[config.mk]
export PLATFORM = sky130hd
export DESIGN_NAME = tte_timers
export DESIGN_NICKNAME = d
export VERILOG_FILES = /design/src/tte_pkg.sv /design/src/tte_timers.sv
export SDC_FILE = /design/constraint.sdc
export NUM_CORES = 1
export LEC_CHECK = 0
export BUFFER_PORTS_ARGS = -buffer_cell sky130_fd_sc_hd__buf_2
export CORE_ASPECT_RATIO = 1.2
export CORE_MARGIN = 2
export CORE_UTILIZATION = 49
export DETAILED_ROUTE_END_ITERATION = 10
export GPL_TIMING_DRIVEN = 1
export PLACE_DENSITY_LB_ADDON = 0.05
export SLEW_MARGIN = 20
export SYNTH_ARGS = -nofsm -noshare
export SYNTH_HDL_FRONTEND = slang
export SYNTH_SLANG_ARGS = --single-unit
export TNS_END_PERCENT = 100
[constraint.sdc]
create_clock -name mclk_i -period 4.9 [get_ports mclk_i]
set_input_delay 0.49 -clock mclk_i [delete_from_list [all_inputs] [get_ports mclk_i]]
set_output_delay 0.49 -clock mclk_i [all_outputs]
set_load 0.02 [all_outputs]
[src/tte_pkg.sv]
// constants and types for the triple timer/event counter block
// Overview of operation
// - three independent 16-bit counters, each counting upward only
// - timers 0 and 1: timer, event, pulse-width modes; timer 2 timer mode only
// - timer 0 internal clock is system clock divided by four, else its pin
// - timer 1 internal clock is the 32768Hz clock, else its pin
// - timer 2 counts the system clock only, no external input
// - event mode: each selected-polarity pin transition adds exactly one
// - count steps by one per tick; passing FFFFH overflows with a request
// - overflow reloads the preload value and counting simply continues
// - preload register has no power-on value until software writes it
// - with the timer off, a preload write also loads the count at once
// - with the timer running, new preload enters the count only at overflow
// - low byte write goes only to the hidden low-byte holding buffer
// - high byte write stores it and moves the held low byte alongside
// - high byte read captures the live low count byte into the buffer
// - low byte read returns the captured buffer, not the live count
// - control bits 7:6 select the mode; 11 is pulse-width measurement
// - control bit 4 is run: set counts, cleared stops
// - event mode: edge bit 3 low counts rising, high counts falling
// - pulse-width: count internal clock across the pulse, then run self-clears
package tte_pkg;
  localparam int          TTE_NUM_TIMERS = 3;
  localparam int          TTE_ADDR_W     = 6;
  localparam int          TTE_COUNT_W    = 16;
  // byte addresses: timer n at n*0x10, register word at offset below
  localparam logic [1:0]  TTE_REG_LOW    = 2'h0;
  localparam logic [1:0]  TTE_REG_HIGH   = 2'h1;
  localparam logic [1:0]  TTE_REG_CTL    = 2'h2;
  localparam logic [5:0]  TTE_OFS_LOW    = 6'h00;
  localparam logic [5:0]  TTE_OFS_HIGH   = 6'h04;
  localparam logic [5:0]  TTE_OFS_CTL    = 6'h08;
  localparam logic [5:0]  TTE_STRIDE     = 6'h10;
  // mode field encodings
  localparam logic [1:0]  TTE_MODE_OFF   = 2'h0;
  localparam logic [1:0]  TTE_MODE_EVENT = 2'h1;
  localparam logic [1:0]  TTE_MODE_TIMER = 2'h2;
  localparam logic [1:0]  TTE_MODE_PWM   = 2'h3;
  // clocking
  localparam int          TTE_SYS_DIV    = 4;
  localparam int          TTE_LF_HZ      = 32768;
  localparam int          TTE_MCLK_HZ    = 10000000;
  // values after reset, and the full count that overflows on the next tick
  localparam logic [7:0]  TTE_CTL_RST    = 8'h00;
  localparam logic [15:0] TTE_COUNT_RST  = 16'h0000;
  localparam logic [15:0] TTE_COUNT_FULL = 16'hffff;
  localparam logic [7:0]  TTE_HOLD_RST   = 8'h00;

  typedef struct packed {
    logic [1:0] mode;
    logic       rsv5;
    logic       run;
    logic       edge_sel;
    logic [2:0] rsv;
  } tte_ctl_type;
endpackage

[src/tte_timers.sv]
// three 16-bit timer/event counters behind an avalon-mm slave
`timescale 1ns/100ps
`default_nettype none
module tte_timers (
  input  wire logic        mclk_i,
  input  wire logic        reset_i,
  input  wire logic        ce_i,
  input  wire logic [5:0]  avs_address_i,
  input  wire logic        avs_read_i,
  input  wire logic        avs_write_i,
  input  wire logic [31:0] avs_writedata_i,
  input  wire logic [3:0]  avs_byteenable_i,
  output logic      [31:0] avs_readdata_o,
  output logic             avs_waitrequest_o,
  input  wire logic        lf_clk_i,
  input  wire logic        timer0_ext_pin_i,
  input  wire logic        timer1_ext_pin_i,
  output logic      [2:0]  irq_o
);
  localparam int N = tte_pkg::TTE_NUM_TIMERS;

  // event polarity pick: sel low takes rising, high takes falling
  function automatic logic pick_edge(input logic rise, input logic fall, input logic sel);
    pick_edge = sel ? fall : rise;
  endfunction

  // synchronisers, stage 1 read only by stage 2
  logic [1:0] pin_s1_r;
  logic [1:0] pin_s2_r;
  logic [1:0] pin_s3_r;
  logic       lf_s1_r;
  logic       lf_s2_r;
  logic       lf_s3_r;
  logic [1:0] pre_r;
  logic       ack_r;
  logic [31:0] rdata_r;

  tte_pkg::tte_ctl_type ctl_r     [N];
  logic [15:0]          count_r   [N];
  logic [15:0]          preload_r [N];
  logic [7:0]           hold_r    [N];
  logic [7:0]           rd_byte   [N];
  logic [N-1:0]         meas_r;
  logic [N-1:0]         irq_r;

  logic [N-1:0] p_rise;
  logic [N-1:0] p_fall;
  logic [N-1:0] int_tick;
  logic [N-1:0] tick;
  logic [N-1:0] ovf;
  logic [N-1:0] sel_t;
  logic [N-1:0] lo_wr;
  logic [N-1:0] hi_wr;
  logic [N-1:0] ctl_wr;
  logic [N-1:0] hi_rd;
  logic [N-1:0] pwm_start;
  logic [N-1:0] pwm_end;
  logic [N-1:0] evt;

  wire        req      = avs_read_i | avs_write_i;
  wire        rd_prep  = ce_i & avs_read_i & ~ack_r;
  wire        wr_acc   = ce_i & avs_write_i & ack_r & avs_byteenable_i[0];
  wire [1:0]  tsel     = avs_address_i[5:4];
  wire [1:0]  rsel     = avs_address_i[3:2];
  wire [7:0]  wbyte    = avs_writedata_i[7:0];
  wire        pre_tick = (pre_r == 2'(tte_pkg::TTE_SYS_DIV - 1));
  wire        lf_rise  = lf_s2_r & ~lf_s3_r;
  wire [7:0]  rd_mux   = (tsel == 2'h0) ? rd_byte[0] :
                         (tsel == 2'h1) ? rd_byte[1] :
                         (tsel == 2'h2) ? rd_byte[2] : 8'h00;

  // one wait cycle: data is fetched on the first edge, taken on the second
  assign avs_waitrequest_o = req & ~(ack_r & ce_i);
  assign avs_readdata_o    = rdata_r;
  assign irq_o             = irq_r;

  always_ff @(posedge mclk_i or posedge reset_i) begin
    if (reset_i) begin
      pin_s1_r <= 2'h0;
      pin_s2_r <= 2'h0;
      pin_s3_r <= 2'h0;
      lf_s1_r  <= 1'b0;
      lf_s2_r  <= 1'b0;
      lf_s3_r  <= 1'b0;
      pre_r    <= 2'h0;
      ack_r    <= 1'b0;
      rdata_r  <= 32'h0000_0000;
    end else if (ce_i) begin
      pin_s1_r <= {timer1_ext_pin_i, timer0_ext_pin_i};
      pin_s2_r <= pin_s1_r;
      pin_s3_r <= pin_s2_r;
      lf_s1_r  <= lf_clk_i;
      lf_s2_r  <= lf_s1_r;
      lf_s3_r  <= lf_s2_r;
      pre_r    <= pre_r + 2'h1;
      ack_r    <= req & ~ack_r;
      if (rd_prep) begin
        rdata_r <= {24'h00_0000, rd_mux};
      end
    end
  end

  assign int_tick[0] = pre_tick;
  assign int_tick[1] = lf_rise;
  assign int_tick[2] = 1'b1;

  genvar i;
  generate
    for (i = 0; i < N; i++) begin : g_tmr
      if (i < 2) begin : g_pin
        assign p_rise[i] = pin_s2_r[i] & ~pin_s3_r[i];
        assign p_fall[i] = ~pin_s2_r[i] & pin_s3_r[i];
      end else begin : g_nopin
        assign p_rise[i] = 1'b0;
        assign p_fall[i] = 1'b0;
      end

      assign sel_t[i]  = (tsel == 2'(i));
      assign lo_wr[i]  = wr_acc & sel_t[i] & (rsel == tte_pkg::TTE_REG_LOW);
      assign hi_wr[i]  = wr_acc & sel_t[i] & (rsel == tte_pkg::TTE_REG_HIGH);
      assign ctl_wr[i] = wr_acc & sel_t[i] & (rsel == tte_pkg::TTE_REG_CTL);
      assign hi_rd[i]  = rd_prep & sel_t[i] & (rsel == tte_pkg::TTE_REG_HIGH);

      assign evt[i]       = pick_edge(p_rise[i], p_fall[i], ctl_r[i].edge_sel);
      assign pwm_start[i] = pick_edge(p_rise[i], p_fall[i], ~ctl_r[i].edge_sel);
      assign pwm_end[i]   = evt[i];

      // timer 2 only honours timer mode
      assign tick[i] = ctl_r[i].run &
                       (((ctl_r[i].mode == tte_pkg::TTE_MODE_TIMER) & int_tick[i]) |
                        ((i < 2) & (ctl_r[i].mode == tte_pkg::TTE_MODE_EVENT) & evt[i]) |
                        ((i < 2) & (ctl_r[i].mode == tte_pkg::TTE_MODE_PWM) &
                         meas_r[i] & int_tick[i]));
      assign ovf[i] = tick[i] & (count_r[i] == tte_pkg::TTE_COUNT_FULL);

      assign rd_byte[i] = (rsel == tte_pkg::TTE_REG_LOW)  ? hold_r[i] :
                          (rsel == tte_pkg::TTE_REG_HIGH) ? count_r[i][15:8] :
                          (rsel == tte_pkg::TTE_REG_CTL)  ? ctl_r[i] : 8'h00;

      // no reset: contents stay unknown until software writes them
      always_ff @(posedge mclk_i) begin
        if (ce_i && hi_wr[i]) begin
          preload_r[i] <= {wbyte, hold_r[i]};
        end
      end

      always_ff @(posedge mclk_i or posedge reset_i) begin
        if (reset_i) begin
          ctl_r[i]   <= tte_pkg::TTE_CTL_RST;
          count_r[i] <= tte_pkg::TTE_COUNT_RST;
          hold_r[i]  <= tte_pkg::TTE_HOLD_RST;
          meas_r[i]  <= 1'b0;
          irq_r[i]   <= 1'b0;
        end else if (ce_i) begin
          irq_r[i] <= ovf[i];
          if (lo_wr[i]) begin
            hold_r[i] <= wbyte;
          end else if (hi_rd[i]) begin
            hold_r[i] <= count_r[i][7:0];
          end
          // a write while stopped lands in the count; running waits for overflow
          if (hi_wr[i] && !ctl_r[i].run) begin
            count_r[i] <= {wbyte, hold_r[i]};
          end else if (ovf[i]) begin
            count_r[i] <= preload_r[i];
          end else if (tick[i]) begin
            count_r[i] <= count_r[i] + 16'h0001;
          end
          if (ctl_wr[i]) begin
            ctl_r[i] <= (i < 2) ? wbyte : {wbyte[7:4], 1'b0, 3'h0};
          end else if (meas_r[i] && pwm_end[i]) begin
            ctl_r[i].run <= 1'b0;
          end
          if (!ctl_r[i].run || ctl_r[i].mode != tte_pkg::TTE_MODE_PWM || i >= 2) begin
            meas_r[i] <= 1'b0;
          end else if (!meas_r[i] && pwm_start[i]) begin
            meas_r[i] <= 1'b1;
          end else if (meas_r[i] && pwm_end[i]) begin
            meas_r[i] <= 1'b0;
          end
        end
      end
    end
  endgenerate

  // checks on timer 0 and timer 2, plus the event step on timer 1
  a_ovf_irq_pulse: assert property (@(posedge mclk_i) disable iff (reset_i)
    (ce_i && ovf[0]) |=> (irq_o[0] ##1 (!irq_o[0] || $past(ovf[0]))))
    else $error("overflow did not give a one-cycle request");

  a_ovf_reload: assert property (@(posedge mclk_i) disable iff (reset_i)
    (ce_i && ovf[0] && !hi_wr[0]) |=> (count_r[0] == $past(preload_r[0])))
    else $error("overflow did not reload the preload value");

  a_count_step: assert property (@(posedge mclk_i) disable iff (reset_i)
    (ce_i && tick[0] && !ovf[0] && !hi_wr[0]) |=> (count_r[0] == $past(count_r[0]) + 16'h0001))
    else $error("count did not advance by one");

  a_stopped_hold: assert property (@(posedge mclk_i) disable iff (reset_i)
    (!ctl_r[2].run && !hi_wr[2]) |=> $stable(count_r[2]))
    else $error("stopped timer changed its count");

  a_t2_every_clk: assert property (@(posedge mclk_i) disable iff (reset_i)
    (ce_i && ctl_r[2].run && ctl_r[2].mode == tte_pkg::TTE_MODE_TIMER && !hi_wr[2]
     && count_r[2] != tte_pkg::TTE_COUNT_FULL) |=> (count_r[2] == $past(count_r[2]) + 16'h0001))
    else $error("timer 2 missed a system clock");

  a_high_rd_cap: assert property (@(posedge mclk_i) disable iff (reset_i)
    hi_rd[0] |=> (hold_r[0] == $past(count_r[0][7:0])))
    else $error("high read did not capture the low byte");

  a_low_rd_buf: assert property (@(posedge mclk_i) disable iff (reset_i)
    (rd_prep && sel_t[0] && rsel == tte_pkg::TTE_REG_LOW)
      |=> (avs_readdata_o == {24'h00_0000, $past(hold_r[0])}) && !avs_waitrequest_o)
    else $error("low read did not return the held byte");

  a_off_copy: assert property (@(posedge mclk_i) disable iff (reset_i)
    (hi_wr[0] && !ctl_r[0].run) |=> (count_r[0] == {$past(wbyte), $past(hold_r[0])}))
    else $error("stopped preload write missed the count");

  a_pwm_autoclr: assert property (@(posedge mclk_i) disable iff (reset_i)
    (ce_i && meas_r[0] && pwm_end[0] && !ctl_wr[0]) |=> (!ctl_r[0].run && !meas_r[0]))
    else $error("pulse end did not stop the timer");

  a_event_step: assert property (@(posedge mclk_i) disable iff (reset_i)
    (ce_i && ctl_r[1].run && ctl_r[1].mode == tte_pkg::TTE_MODE_EVENT && evt[1] && !hi_wr[1]
     && count_r[1] != tte_pkg::TTE_COUNT_FULL) |=> (count_r[1] == $past(count_r[1]) + 16'h0001))
    else $error("event did not add one");

  // the same guards carried over to the other timers, plus mode and bus gating
  a_ovf1_irq: assert property (@(posedge mclk_i) disable iff (reset_i)
    (ce_i && ovf[1]) |=> irq_o[1])
    else $error("timer 1 overflow gave no request");

  a_ovf2_irq: assert property (@(posedge mclk_i) disable iff (reset_i)
    (ce_i && ovf[2]) |=> irq_o[2])
    else $error("timer 2 overflow gave no request");

  a_irq_cause0: assert property (@(posedge mclk_i) disable iff (reset_i)
    (ce_i && !ovf[0]) |=> !irq_o[0])
    else $error("timer 0 request without overflow");

  a_irq_cause1: assert property (@(posedge mclk_i) disable iff (reset_i)
    (ce_i && !ovf[1]) |=> !irq_o[1])
    else $error("timer 1 request without overflow");

  a_irq_cause2: assert property (@(posedge mclk_i) disable iff (reset_i)
    (ce_i && !ovf[2]) |=> !irq_o[2])
    else $error("timer 2 request without overflow");

  a_ovf1_reload: assert property (@(posedge mclk_i) disable iff (reset_i)
    (ce_i && ovf[1] && !hi_wr[1]) |=> (count_r[1] == $past(preload_r[1])))
    else $error("timer 1 overflow did not reload");

  a_ovf2_reload: assert property (@(posedge mclk_i) disable iff (reset_i)
    (ce_i && ovf[2] && !hi_wr[2]) |=> (count_r[2] == $past(preload_r[2])))
    else $error("timer 2 overflow did not reload");

  a_run_hi_keep0: assert property (@(posedge mclk_i) disable iff (reset_i)
    (hi_wr[0] && ctl_r[0].run && !tick[0]) |=> $stable(count_r[0]))
    else $error("timer 0 running high write changed the count");

  a_run_hi_keep1: assert property (@(posedge mclk_i) disable iff (reset_i)
    (hi_wr[1] && ctl_r[1].run && !tick[1]) |=> $stable(count_r[1]))
    else $error("timer 1 running high write changed the count");

  a_run_hi_step2: assert property (@(posedge mclk_i) disable iff (reset_i)
    (hi_wr[2] && ctl_r[2].run && tick[2] && !ovf[2])
      |=> (count_r[2] == $past(count_r[2]) + 16'h0001))
    else $error("timer 2 running high write disturbed the count");

  a_lo_wr_keep0: assert property (@(posedge mclk_i) disable iff (reset_i)
    (lo_wr[0] && !tick[0]) |=> ($stable(count_r[0]) && hold_r[0] == $past(wbyte)))
    else $error("timer 0 low write reached the count");

  a_lo_wr_keep2: assert property (@(posedge mclk_i) disable iff (reset_i)
    (lo_wr[2] && !ctl_r[2].run) |=> ($stable(count_r[2]) && hold_r[2] == $past(wbyte)))
    else $error("timer 2 low write reached the count");

  a_hi_wr_pre0: assert property (@(posedge mclk_i) disable iff (reset_i)
    hi_wr[0] |=> (preload_r[0] == {$past(wbyte), $past(hold_r[0])}))
    else $error("timer 0 high write missed the preload");

  a_hi_wr_pre1: assert property (@(posedge mclk_i) disable iff (reset_i)
    hi_wr[1] |=> (preload_r[1] == {$past(wbyte), $past(hold_r[1])}))
    else $error("timer 1 high write missed the preload");

  a_hi_wr_pre2: assert property (@(posedge mclk_i) disable iff (reset_i)
    hi_wr[2] |=> (preload_r[2] == {$past(wbyte), $past(hold_r[2])}))
    else $error("timer 2 high write missed the preload");

  a_t2_timer_only: assert property (@(posedge mclk_i) disable iff (reset_i)
    (ctl_r[2].mode != tte_pkg::TTE_MODE_TIMER) |-> !tick[2])
    else $error("timer 2 counted outside timer mode");

  a_t2_no_edge: assert property (@(posedge mclk_i) disable iff (reset_i)
    (!ctl_r[2].edge_sel && ctl_r[2].rsv == 3'h0))
    else $error("timer 2 kept edge or low control bits");

  a_t0_prescale: assert property (@(posedge mclk_i) disable iff (reset_i)
    (ctl_r[0].run && ctl_r[0].mode == tte_pkg::TTE_MODE_TIMER) |-> (tick[0] == pre_tick))
    else $error("timer 0 tick off the divided clock");

  a_t1_lf_tick: assert property (@(posedge mclk_i) disable iff (reset_i)
    (ctl_r[1].run && ctl_r[1].mode == tte_pkg::TTE_MODE_TIMER) |-> (tick[1] == lf_rise))
    else $error("timer 1 tick off the low-frequency clock");

  a_off_idle0: assert property (@(posedge mclk_i) disable iff (reset_i)
    (ctl_r[0].mode == tte_pkg::TTE_MODE_OFF) |-> !tick[0])
    else $error("timer 0 counted in the idle mode");

  a_off_idle1: assert property (@(posedge mclk_i) disable iff (reset_i)
    (ctl_r[1].mode == tte_pkg::TTE_MODE_OFF) |-> !tick[1])
    else $error("timer 1 counted in the idle mode");

  a_stop_idle0: assert property (@(posedge mclk_i) disable iff (reset_i)
    !ctl_r[0].run |-> !tick[0])
    else $error("timer 0 counted while stopped");

  a_stop_idle1: assert property (@(posedge mclk_i) disable iff (reset_i)
    !ctl_r[1].run |-> !tick[1])
    else $error("timer 1 counted while stopped");

  a_event_step0: assert property (@(posedge mclk_i) disable iff (reset_i)
    (ce_i && ctl_r[0].run && ctl_r[0].mode == tte_pkg::TTE_MODE_EVENT && evt[0] && !hi_wr[0]
     && count_r[0] != tte_pkg::TTE_COUNT_FULL) |=> (count_r[0] == $past(count_r[0]) + 16'h0001))
    else $error("timer 0 event did not add one");

  a_event_edge0: assert property (@(posedge mclk_i) disable iff (reset_i)
    (ctl_r[0].mode == tte_pkg::TTE_MODE_EVENT && !evt[0]) |-> !tick[0])
    else $error("timer 0 counted without a selected edge");

  a_event_edge1: assert property (@(posedge mclk_i) disable iff (reset_i)
    (ctl_r[1].mode == tte_pkg::TTE_MODE_EVENT && !evt[1]) |-> !tick[1])
    else $error("timer 1 counted without a selected edge");

  a_pwm1_autoclr: assert property (@(posedge mclk_i) disable iff (reset_i)
    (ce_i && meas_r[1] && pwm_end[1] && !ctl_wr[1]) |=> (!ctl_r[1].run && !meas_r[1]))
    else $error("timer 1 pulse end did not stop the timer");

  a_pwm_gate0: assert property (@(posedge mclk_i) disable iff (reset_i)
    (ctl_r[0].mode == tte_pkg::TTE_MODE_PWM && !meas_r[0]) |-> !tick[0])
    else $error("timer 0 counted outside the measured pulse");

  a_pwm_start0: assert property (@(posedge mclk_i) disable iff (reset_i)
    (ce_i && ctl_r[0].run && ctl_r[0].mode == tte_pkg::TTE_MODE_PWM && !meas_r[0]
     && pwm_start[0] && !ctl_wr[0]) |=> meas_r[0])
    else $error("timer 0 missed the pulse start");

  a_high_rd_cap1: assert property (@(posedge mclk_i) disable iff (reset_i)
    hi_rd[1] |=> (hold_r[1] == $past(count_r[1][7:0])))
    else $error("timer 1 high read did not capture the low byte");

  a_high_rd_cap2: assert property (@(posedge mclk_i) disable iff (reset_i)
    hi_rd[2] |=> (hold_r[2] == $past(count_r[2][7:0])))
    else $error("timer 2 high read did not capture the low byte");

  a_off_copy2: assert property (@(posedge mclk_i) disable iff (reset_i)
    (hi_wr[2] && !ctl_r[2].run) |=> (count_r[2] == {$past(wbyte), $past(hold_r[2])}))
    else $error("timer 2 stopped preload write missed the count");

  a_up_only1: assert property (@(posedge mclk_i) disable iff (reset_i)
    (ce_i && tick[1] && !ovf[1] && !hi_wr[1])
      |=> (count_r[1] == $past(count_r[1]) + 16'h0001))
    else $error("timer 1 did not count up by one");

  a_full_ovf2: assert property (@(posedge mclk_i) disable iff (reset_i)
    (tick[2] && count_r[2] == tte_pkg::TTE_COUNT_FULL) |-> ovf[2])
    else $error("timer 2 passed full count without overflow");

  a_mode_field0: assert property (@(posedge mclk_i) disable iff (reset_i)
    ctl_wr[0] |=> (ctl_r[0].mode == $past(wbyte[7:6])))
    else $error("timer 0 mode field not taken from bits 7:6");

  a_mode_field1: assert property (@(posedge mclk_i) disable iff (reset_i)
    ctl_wr[1] |=> (ctl_r[1].mode == $past(wbyte[7:6])))
    else $error("timer 1 mode field not taken from bits 7:6");

  a_run_bit2: assert property (@(posedge mclk_i) disable iff (reset_i)
    ctl_wr[2] |=> (ctl_r[2].run == $past(wbyte[4])))
    else $error("timer 2 run bit not taken from bit 4");
endmodule
`default_nettype wire
* Yosys cells after proc, flatten, opt, wreduce, memory -nomap -nowiden
Memory sizes are Yosys's and may differ from the RTL's. Index checks and enable logic that the tools add are counted.
Storage, ports and cells: bits in registers 117, memory bits (writable) 48, input port bits 50, output and inout port bits 36, word-level logic and storage cells 208, memories 1
Operators by class: $add $sub $neg 4, equality and inequality tests 17, muxes and demuxes 51, bitwise gates (word level) 57, reductions and logical operators 45
Memory list:
- preload_r | depth 3, bits a word 16, read ports 3, clocked after memory_dff 0, wr ports 1, RTL line tte_timers.sv:40 | logic [15:0] preload_r [N];
Operators with widths (number):
- $mux 16 | 11
- $mux 8 | 18
- $add 16x1->16 const B | 3
- $eq 16x16->1 const B | 3
- $and 1x1->1 | 45
- $reduce_or 16->1 | 2
- $reduce_and 2->1 | 14
- $mux 1 | 20
- $eq 2x2->1 const B | 8
- $reduce_bool 3->1 | 5
- $logic_and 1x1->1 | 10
- $reduce_bool 2->1 | 5
- $eq 2x1->1 const B | 4
- $not 1->1 | 7
- $logic_not 1->1 | 5
- $or 1x1->1 | 5
- $logic_not 2->1 | 2
- $mux 2 | 2
- $ne 2x2->1 const B | 2
- $add 2x1->2 const B | 1
- $logic_or 1x1->1 | 2

* Depth between registers and ports, before layout
Gate-level depths: netlist of the first run.
depth in word-level cells 11, mapped depth 9, depth with buffers taken out 7

* Worst setup path after synthesis of the first run
OpenSTA, ideal clock, no wires.
path type input to register, start point input port avs_address_i[5], end point register count_r[40] (netlist name), library setup time 144 ps, data arrival time 2884 ps, required time 4756 ps, path slack 1873 ps, cell stages on the path 8, buffers on the path 3, cell sequence clkbuf_1 or2_1 buf_2 nor3_1 nand2_1 clkbuf_1 o21ai_0 a21oi_1
Between the ends: cells in the longest elaborated chain, start to end 6, elaborated cells between the ends (all ways) 7, classes of those cells mux (1); bitwise (2); reduce/logical (4)
Ends and longest elaborated chain:
- from (decl) | RTL line tte_timers.sv:8 | input wire logic [5:0] avs_address_i,
- $logic_not 2->1 * | RTL line tte_timers.sv:118 | assign sel_t[i] = (tsel == 2'(i));
- $and 1x1->1 * (2 in a row) | RTL line tte_timers.sv:120 | assign hi_wr[i] = wr_acc & sel_t[i] & (rsel == tte_pkg::TTE_REG_HIGH);
- $logic_and 1x1->1 * | RTL line tte_timers.sv:162 | if (hi_wr[i] && !ctl_r[i].run) begin
- $reduce_bool 3->1 (no source line)
- $reduce_and 2->1 (no source line)
- to (signal, indexed assignment) | RTL line tte_timers.sv:163 | count_r[i] <= {wbyte, hold_r[i]};
- to (signal, indexed assignment) | RTL line tte_timers.sv:165 | count_r[i] <= preload_r[i];
- to (signal, indexed assignment) | RTL line tte_timers.sv:167 | count_r[i] <= count_r[i] + 16'h0001;
- to (decl) | RTL line tte_timers.sv:39 | logic [15:0] count_r [N];
Every way passes the cells marked *; elsewhere a longest branch is shown, timed or not. A chain may end at the register's enable or synchronous reset.

* Worst setup path after layout of the first run
start point register count_r[32] (netlist name), end point register count_r[43] (netlist name)
Between the ends: cells in the longest elaborated chain, start to end 4, elaborated cells between the ends (all ways) 8, classes of those cells add/sub (1); eq/ne (1); mux (3); bitwise (1); reduce/logical (2)
Ends and longest elaborated chain:
- from (signal, indexed assignment) | RTL line tte_timers.sv:150 | count_r[i] <= tte_pkg::TTE_COUNT_RST;
- from (signal, indexed assignment) | RTL line tte_timers.sv:163
- from (signal, indexed assignment) | RTL line tte_timers.sv:165
- $add 16x1->16 or $eq 16x16->1 (tied branches) | RTL line tte_timers.sv:167, tte_timers.sv:134
- $mux 16 or $and 1x1->1 (tied branches) | RTL line tte_timers.sv:166, tte_timers.sv:134
- $mux 16 or $reduce_bool 3->1 (tied branches)
- $mux 16 or $reduce_and 2->1 (tied branches)
Parallel ways exist; a longest one is shown, timed or not. The select of a mux whose other input is x is not followed.

==> impl_metrics.yaml, run 1 <==
outcome:
  outcome: "complete, no violations"
clock_tree:
  clock-sinks: 165
  cts_resized: 0
  level_count_of_the_clock_h_tree: 4
  clk_pin_slew_worst_paths_ns: 0.07
  cts_buffers: 17
  cts.hold.buffers_added: 0
  post-cts-setup-buffers: 0
  clk_path_buf_depth: 2
  clk_latency_ns: 0.44
  cts-root-buf: "clkbuf_16"
  cts_tree: "yes"
finish:
  fraction_of_layout_instances_using_a_drive_strength_above_1: 0.1519
  layout_commonest_cell: "dfrtp_1"
  net_count_final: 930
  layoutNonFillerInstCount: 1109
  final_cell_mix: "117 x dfrtp_1, 92 x nor2_1, 92 x a21oi_1, 59 x nand2_1, 49 x mux2i_1"
  area_delta_synth_final_pct: 9.542
  antenna_cells: 0
  utilization: 0.5469
die:
  design.core.area_mm2: 0.01744
  pin_count: 86
  die_area_mm2: 0.01886
  floorplan.initialDensity: 0.4992
  floorplan.rows: 53
  dieHeight_um: 150.0
  chip_width_um: 125.7
setup_path:
  maximum_cell_stage_delay_along_the_critical_path_ns: 0.83
  crit_path_capture_type: "register"
  worstPathBufferInverterCount: 0
  arr_time_crit_path_ns: 3.34
  worstPathCellList: "ha_1 -> nand4_4 -> or3_1 -> a211oi_4 -> mux2_1 -> a221oi_1 -> a21oi_1"
  criticalPathCategory: "register to register"
  worstPathRequired_ns: 5.19
  cp-start-kind: "register"
  crit_fanout: 17
  critical_path.top_delay_family: "compound AO/OA/AOI/OAI gates"
  cpMaxStageDelayCell: "a211oi_4"
pwr:
  switching_share: 0.3063
  combinationalPowerShare: 0.161
  leakagePower_uw: 0.003712
  power.sequential.fraction: 0.490
  power-per-cell-area_mw_per_mm2: 399.4
  intPower_uw: 2643
  clock_power_share: 0.348
  netSwitchingPower_uw: 1167
  vdd_ir_drop_max_uv: 283.3
sta:
  slew_violations: 0
  finalHoldViolations: 0
  relSlewSlack: 0.3349
  min_hold_slack_ns: 0.08912
  grt_setup_unrepaired: "false"
  max_freq_ghz: 0.3282
  worst-slew-pin-transition_ns: 0.9932
  finClkSkew_ns: 0.01669
  post_route_fraction_of_the_period_consumed_by_the_critical_path: 0.6219
  period_minus_slack_ns: 3.047
  setup-violations-final: 0
  final.setup.tns_ns: 0
logic_synthesis:
  synth_enable_flop_cells: 48
  netlist_top_cells_area: "dfrtp_1 34%, edfxtp_1 17%, mux2i_1 5.6%"
  yosys_register_bits: 165
  synthDistinctLibCells: 68
  part_of_the_yosys_area_used_for_sequential_elements: 0.5018
  async_reset_ff_frac: 0.7091
  synth_top_area_frac: 0.3363
  synth_largest_area_cell: "dfrtp_1"
  yosysWarnings: 0
  ys.flop_type: "dfrtp_1"
  synth.avg_cell_area_um2: 10.12
  mappedNetlistArea_mm2: 0.008707
  synth_cells: 860
worst_hold_path:
  hold_path.class: "input pin to asynchronous set/reset pin"
detailed_routing:
  drtPass1Iterations: 5
  route.vias.total: 6862
  final_antenna_net_count: 0
  vias_per_cell: 6.188
  wl_per_cell_um: 22.08
  drt_iter0_markers: 645
  drc_violations_left: 0
  routed_wire_length_um: 24490
global_routing:
  grt_overflow_total: 0
  first_global_vias: 6653
  grt_start_max_net_pins: 41
  grt.total_usage: 0.2638
  antenna_violations_before_repair: 0
  grt_pass1_wl_um: 38230
job:
  maxCapViolCount: 0
place:
  place_hpwl_um: 16480
  numPlacedInstances: 1077
  gp_congestion: 0.9330
  numPortBuffers: 32
## logic make-up after synthesis
group	after synthesis	synth area share
simple gates	265	0.1490
compound gates	238	0.1717
flops	165	0.5018
mux	86	0.1042
buf+inv	83	0.04900
xor+xnor	18	0.01811
fa+ha+maj	4	0.005748
other cells	1	0.0004307
## cell usage after synthesis (5+ instances only)
master / instances
inv_1: 14
a211oi_1: 22
o211ai_1: 10
edfxtp_1: 48
o21ai_1: 5
dfrtp_1: 117
nor3_1: 20
nand2_1: 59
a22oi_1: 11
a221oi_1: 8
mux2i_1: 49
buf_4: 25
nand3_1: 23
nand4_1: 17
nor4_1: 5
and3_1: 5
xor2_1: 8
a311oi_1: 7
o21ai_0: 45
o22ai_1: 9
xnor2_1: 10
nor2_1: 96
buf_2: 11
clkbuf_1: 28
or3_1: 6
a21oi_1: 92
mux2_2: 35
## sequential cells by signal, summed over array words and instances, names as in the netlist
name,flops
hold_r,24
pin_s3_r,2
pin_s1_r,2
avs_readdata_o,8
pin_s2_r,2
lf_s2_r,1
ack_r,1
ctl_r,20
meas_r,2
irq_o,3
preload_r,48
lf_s3_r,1
lf_s1_r,1
count_r,48
pre_r,2
## area by class of cell
class                   count  area [um^2]
fillers                  1581         7903
flip-flops and latches    165         4369
multi-input cells         635         4019
clock buffers              23        489.2
well taps                 220        275.3
repair buffers             42        235.2
clock inverters             9        91.34
inverters                  15        58.81
## layer usage
layer / vias up / wire length (um) / global-route usage
met5: - / 0 / 0
met4: 0 / 644 / 0.09056
met3: 37 / 1406 / 0.05113
met2: 243 / 12120 / 0.4346
met1: 3414 / 10310 / 0.3510
li1: 3168 / - / -
## power groups by stage
stage               logic, uW  registers [uW]  clock network (uW)
detailed placement        612            1890                   0
floorplan                 484            1810                   0
CTS                       615            1860                1350
global route              681            1900                1400
finish                    614            1870                1330
global placement          594            1880                   0
## per-stage QoR
| step | setup WS (ns) | total power (uW) | area [um^2] |
|---|---|---|---|
| 5_1_grt | 1.695 | 3984 | 9538 |
| 3_5_place_dp | 1.611 | 2503 | 8950 |
| 3_3_place_gp | 1.662 | 2470 | 8950 |
| 4_1_cts | 1.838 | 3827 | 9530 |
| 2_1_floorplan | 1.309 | 2292 | 8793 |
| 6_report | 1.853 | 3810 | 9538 |
## worst paths after layout
check,cells past startpoint,from,slack [ns],to
setup / recovery,7,count_r[32]$_DFFE_PP0P_,1.85,count_r[43]$_DFFE_PP0P_
setup reg to reg,7,count_r[32]$_DFFE_PP0P_,1.85,count_r[43]$_DFFE_PP0P_
max in group asynchronous,3,reset_i,3.86,count_r[40]$_DFFE_PP0P_
min in group mclk_i,2,lf_clk_i,0.29,lf_s1_r$_DFFE_PP0P_
hold reg to reg,2,avs_readdata_o[4]$_DFFE_PP0P_,0.48,avs_readdata_o[4]$_DFFE_PP0P_
hold / removal,2,reset_i,0.09,avs_readdata_o[4]$_DFFE_PP0P_
No activity file was read; power rests on OpenSTA's default activity.
==> inputs of run 2 (changes only) <==
clock period = 2.7 ns   (was 4.9 ns; I/O delays follow)
==> run 2 against run 1 <==
Hold slack lost 0.058 ns. Via count grew 1.8%. Clock-buffer cell count shrank 1. Die area is the same. Critical path depth is the same. Register-to-register slack lost 1.7 ns. First-iteration DRC count grew 0.31%. Sequential share of layout area shrank 1.3 points. Critical endpoint is now count_r[47]$_DFFE_PP0P_. Largest power group unchanged. Highest routed layer unchanged.
==> impl_metrics.yaml, run 2 (same netlist as run 1, synthesis figures left out) <==
clock_tree:
  clk_latency_ns: 0.43
  cts_tree: "yes"
  clock-sinks: 165
  clk_pin_slew_worst_paths_ns: 0.06
  cts_buffers: 17
  cts-root-buf: "clkbuf_16"
  clk_path_buf_depth: 2
  level_count_of_the_clock_h_tree: 4
setup_path:
  timing.reg2reg.setup_slack_ns: 0.19
  critical_path.startpoint: "count_r[32]$_DFFE_PP0P_"
  worstPathBufferInverterCount: 0
  worstPathCellList: "ha_1 -> nand4_4 -> or3_1 -> a211oi_4 -> mux2_2 -> a221oi_1 -> nor2_1"
  cpMaxStageDelayCell: "or3_1"
  arr_time_crit_path_ns: 2.83
  cp.depth: 7
  worstPathRequired_ns: 3.01
  reg2regPathDepth: 7
  criticalPathCategory: "register to register"
  cp-start-kind: "register"
  crit_path_capture_type: "register"
  maximum_cell_stage_delay_along_the_critical_path_ns: 0.45
  critical_path.top_delay_family: "simple AND/OR/NAND/NOR gates"
  r2r-start: "count_r[32]$_DFFE_PP0P_"
  crit_fanout: 7
pwr:
  combinationalPowerShare: 0.168
  leakagePower_uw: 0.003884
  vdd_ir_drop_max_uv: 518.9
  power.sequential.fraction: 0.482
  switching_share: 0.3001
  clock_power_share: 0.350
  intPower_uw: 4895
  power-per-cell-area_mw_per_mm2: 712.4
  netSwitchingPower_uw: 2099
place:
  numPortBuffers: 32
  pre_cts_ws_ns: 0.1257
  gp_congestion: 0.9211
  place_hpwl_um: 17220
sta:
  finalHoldViolations: 0
  slew_violations: 0
  relSlewSlack: 0.4011
  max_freq_ghz: 0.3976
  grt_setup_unrepaired: "false"
  final.setup.tns_ns: 0
  worst-slew-pin-transition_ns: 0.8950
  final_critical_path_setup_slack_ns: 0.1850
  finClkSkew_ns: 0.006844
  period_minus_slack_ns: 2.515
  setup-violations-final: 0
  post_route_fraction_of_the_period_consumed_by_the_critical_path: 0.9315
die:
  chip_width_um: 125.7
  die_area_mm2: 0.01886
  pin_count: 86
  floorplan.rows: 53
  design.core.area_mm2: 0.01744
  dieHeight_um: 150.0
  floorplan.initialDensity: 0.4992
global_routing:
  grt_overflow_total: 0
  grt.total_usage: 0.2721
  antenna_violations_before_repair: 0
  grt_start_max_net_pins: 118
  gr-usage-met1: 0.3485
  use_met2: 0.4481
  first_global_vias: 6775
  grt.met3_usage: 0.04827
  grt_pass1_wl_um: 38880
  grt-busiest-layer: "met2"
detailed_routing:
  wl_per_cell_um: 21.67
  routed_wire_length_um: 24790
  drt_iter0_markers: 647
  drc_violations_left: 0
  route.vias.total: 6985
  vias_per_cell: 6.106
  drtPass1Iterations: 5
  final_antenna_net_count: 0
finish:
  largest_registers: "count_r: 48 flops, preload_r: 48 flops, hold_r: 24 flops"
  layout_commonest_cell: "dfrtp_1"
  antenna_cells: 0
  area_delta_synth_final_pct: 12.75
  fraction_of_layout_instances_using_a_drive_strength_above_1: 0.1807
  net_count_final: 965
  final_cell_mix: "117 x dfrtp_1, 96 x nor2_1, 92 x a21oi_1, 59 x nand2_1, 49 x mux2i_1"
job:
  maxCapViolCount: 0
outcome:
  outcome: "complete, no violations"
worst_hold_path:
  hold_path.class: "input pin to asynchronous set/reset pin"
==> run 2: per-layer routing <==
| layer | up-vias | share of wire |
|---|---|---|
| met4 | 0 | 0.040 |
| met5 | - | 0 |
| met1 | 3417 | 0.42 |
| met3 | 67 | 0.052 |
| li1 | 3237 | - |
| met2 | 264 | 0.49 |
==> run 2: power by group through the flow <==
| stage | Combinational [uW] | Clock (uW) | Sequential (uW) |
|---|---|---|---|
| detailed placement | 1170 | 0 | 3410 |
| CTS | 1170 | 2480 | 3360 |
| floorplan | 879 | 0 | 3280 |
| finish | 1180 | 2450 | 3370 |
| global route | 1320 | 2600 | 3420 |
| global placement | 1150 | 0 | 3390 |
==> run 2: what timing repair did <==
action,in CTS,in global routing
gates resized for setup,0,0
endpoints found under the setup margin,0,4
hold buffers,0,0
setup buffers,0,0
==> run 2: layout make-up <==
type | instances | area, um^2
clock inverters | 10 | 118.9
flip-flops and latches | 165 | 4369
repair buffers | 77 | 510.5
inverters | 15 | 60.06
clock buffers | 22 | 474.2
multi-input cells | 635 | 4009
fillers | 1559 | 7624
well taps | 220 | 275.3
==> run 2: final timing paths <==
| path | endpoint |
|---|---|
| worst max register to register | count_r[47]$_DFFE_PP0P_ |
| worst max-delay path | count_r[47]$_DFFE_PP0P_ |
| worst min register to register | avs_readdata_o[7]$_DFFE_PP0P_ |
| worst min-delay path | count_r[9]$_DFFE_PP0P_ |
| max in group asynchronous | count_r[20]$_DFFE_PP0P_ |
| min in group mclk_i | lf_s1_r$_DFFE_PP0P_ |
==> run 2: stage by stage <==
stage            util  cells  cell area (um^2)  hold slack [ns]  power [uW]
2_1_floorplan       -    883              8802           0.3689        4160
3_3_place_gp   0.5289   1112              9224           0.4599        4538
3_5_place_dp   0.5289   1112              9224           0.4699        4579
4_1_cts        0.5629   1144              9817          0.05518        7021
5_1_grt        0.5629   1144              9817          0.06028        7332
6_report       0.5629   1144              9817          0.03111        6993
==> run 2: worst reg2reg max path, stage by stage, from the launching register on <==
cell      delay, ns
dfrtp_1        0.42
ha_1           0.27
nand4_4        0.14
or3_1          0.45
a211oi_4       0.40
mux2_2         0.39
a221oi_1       0.26
nor2_1         0.07
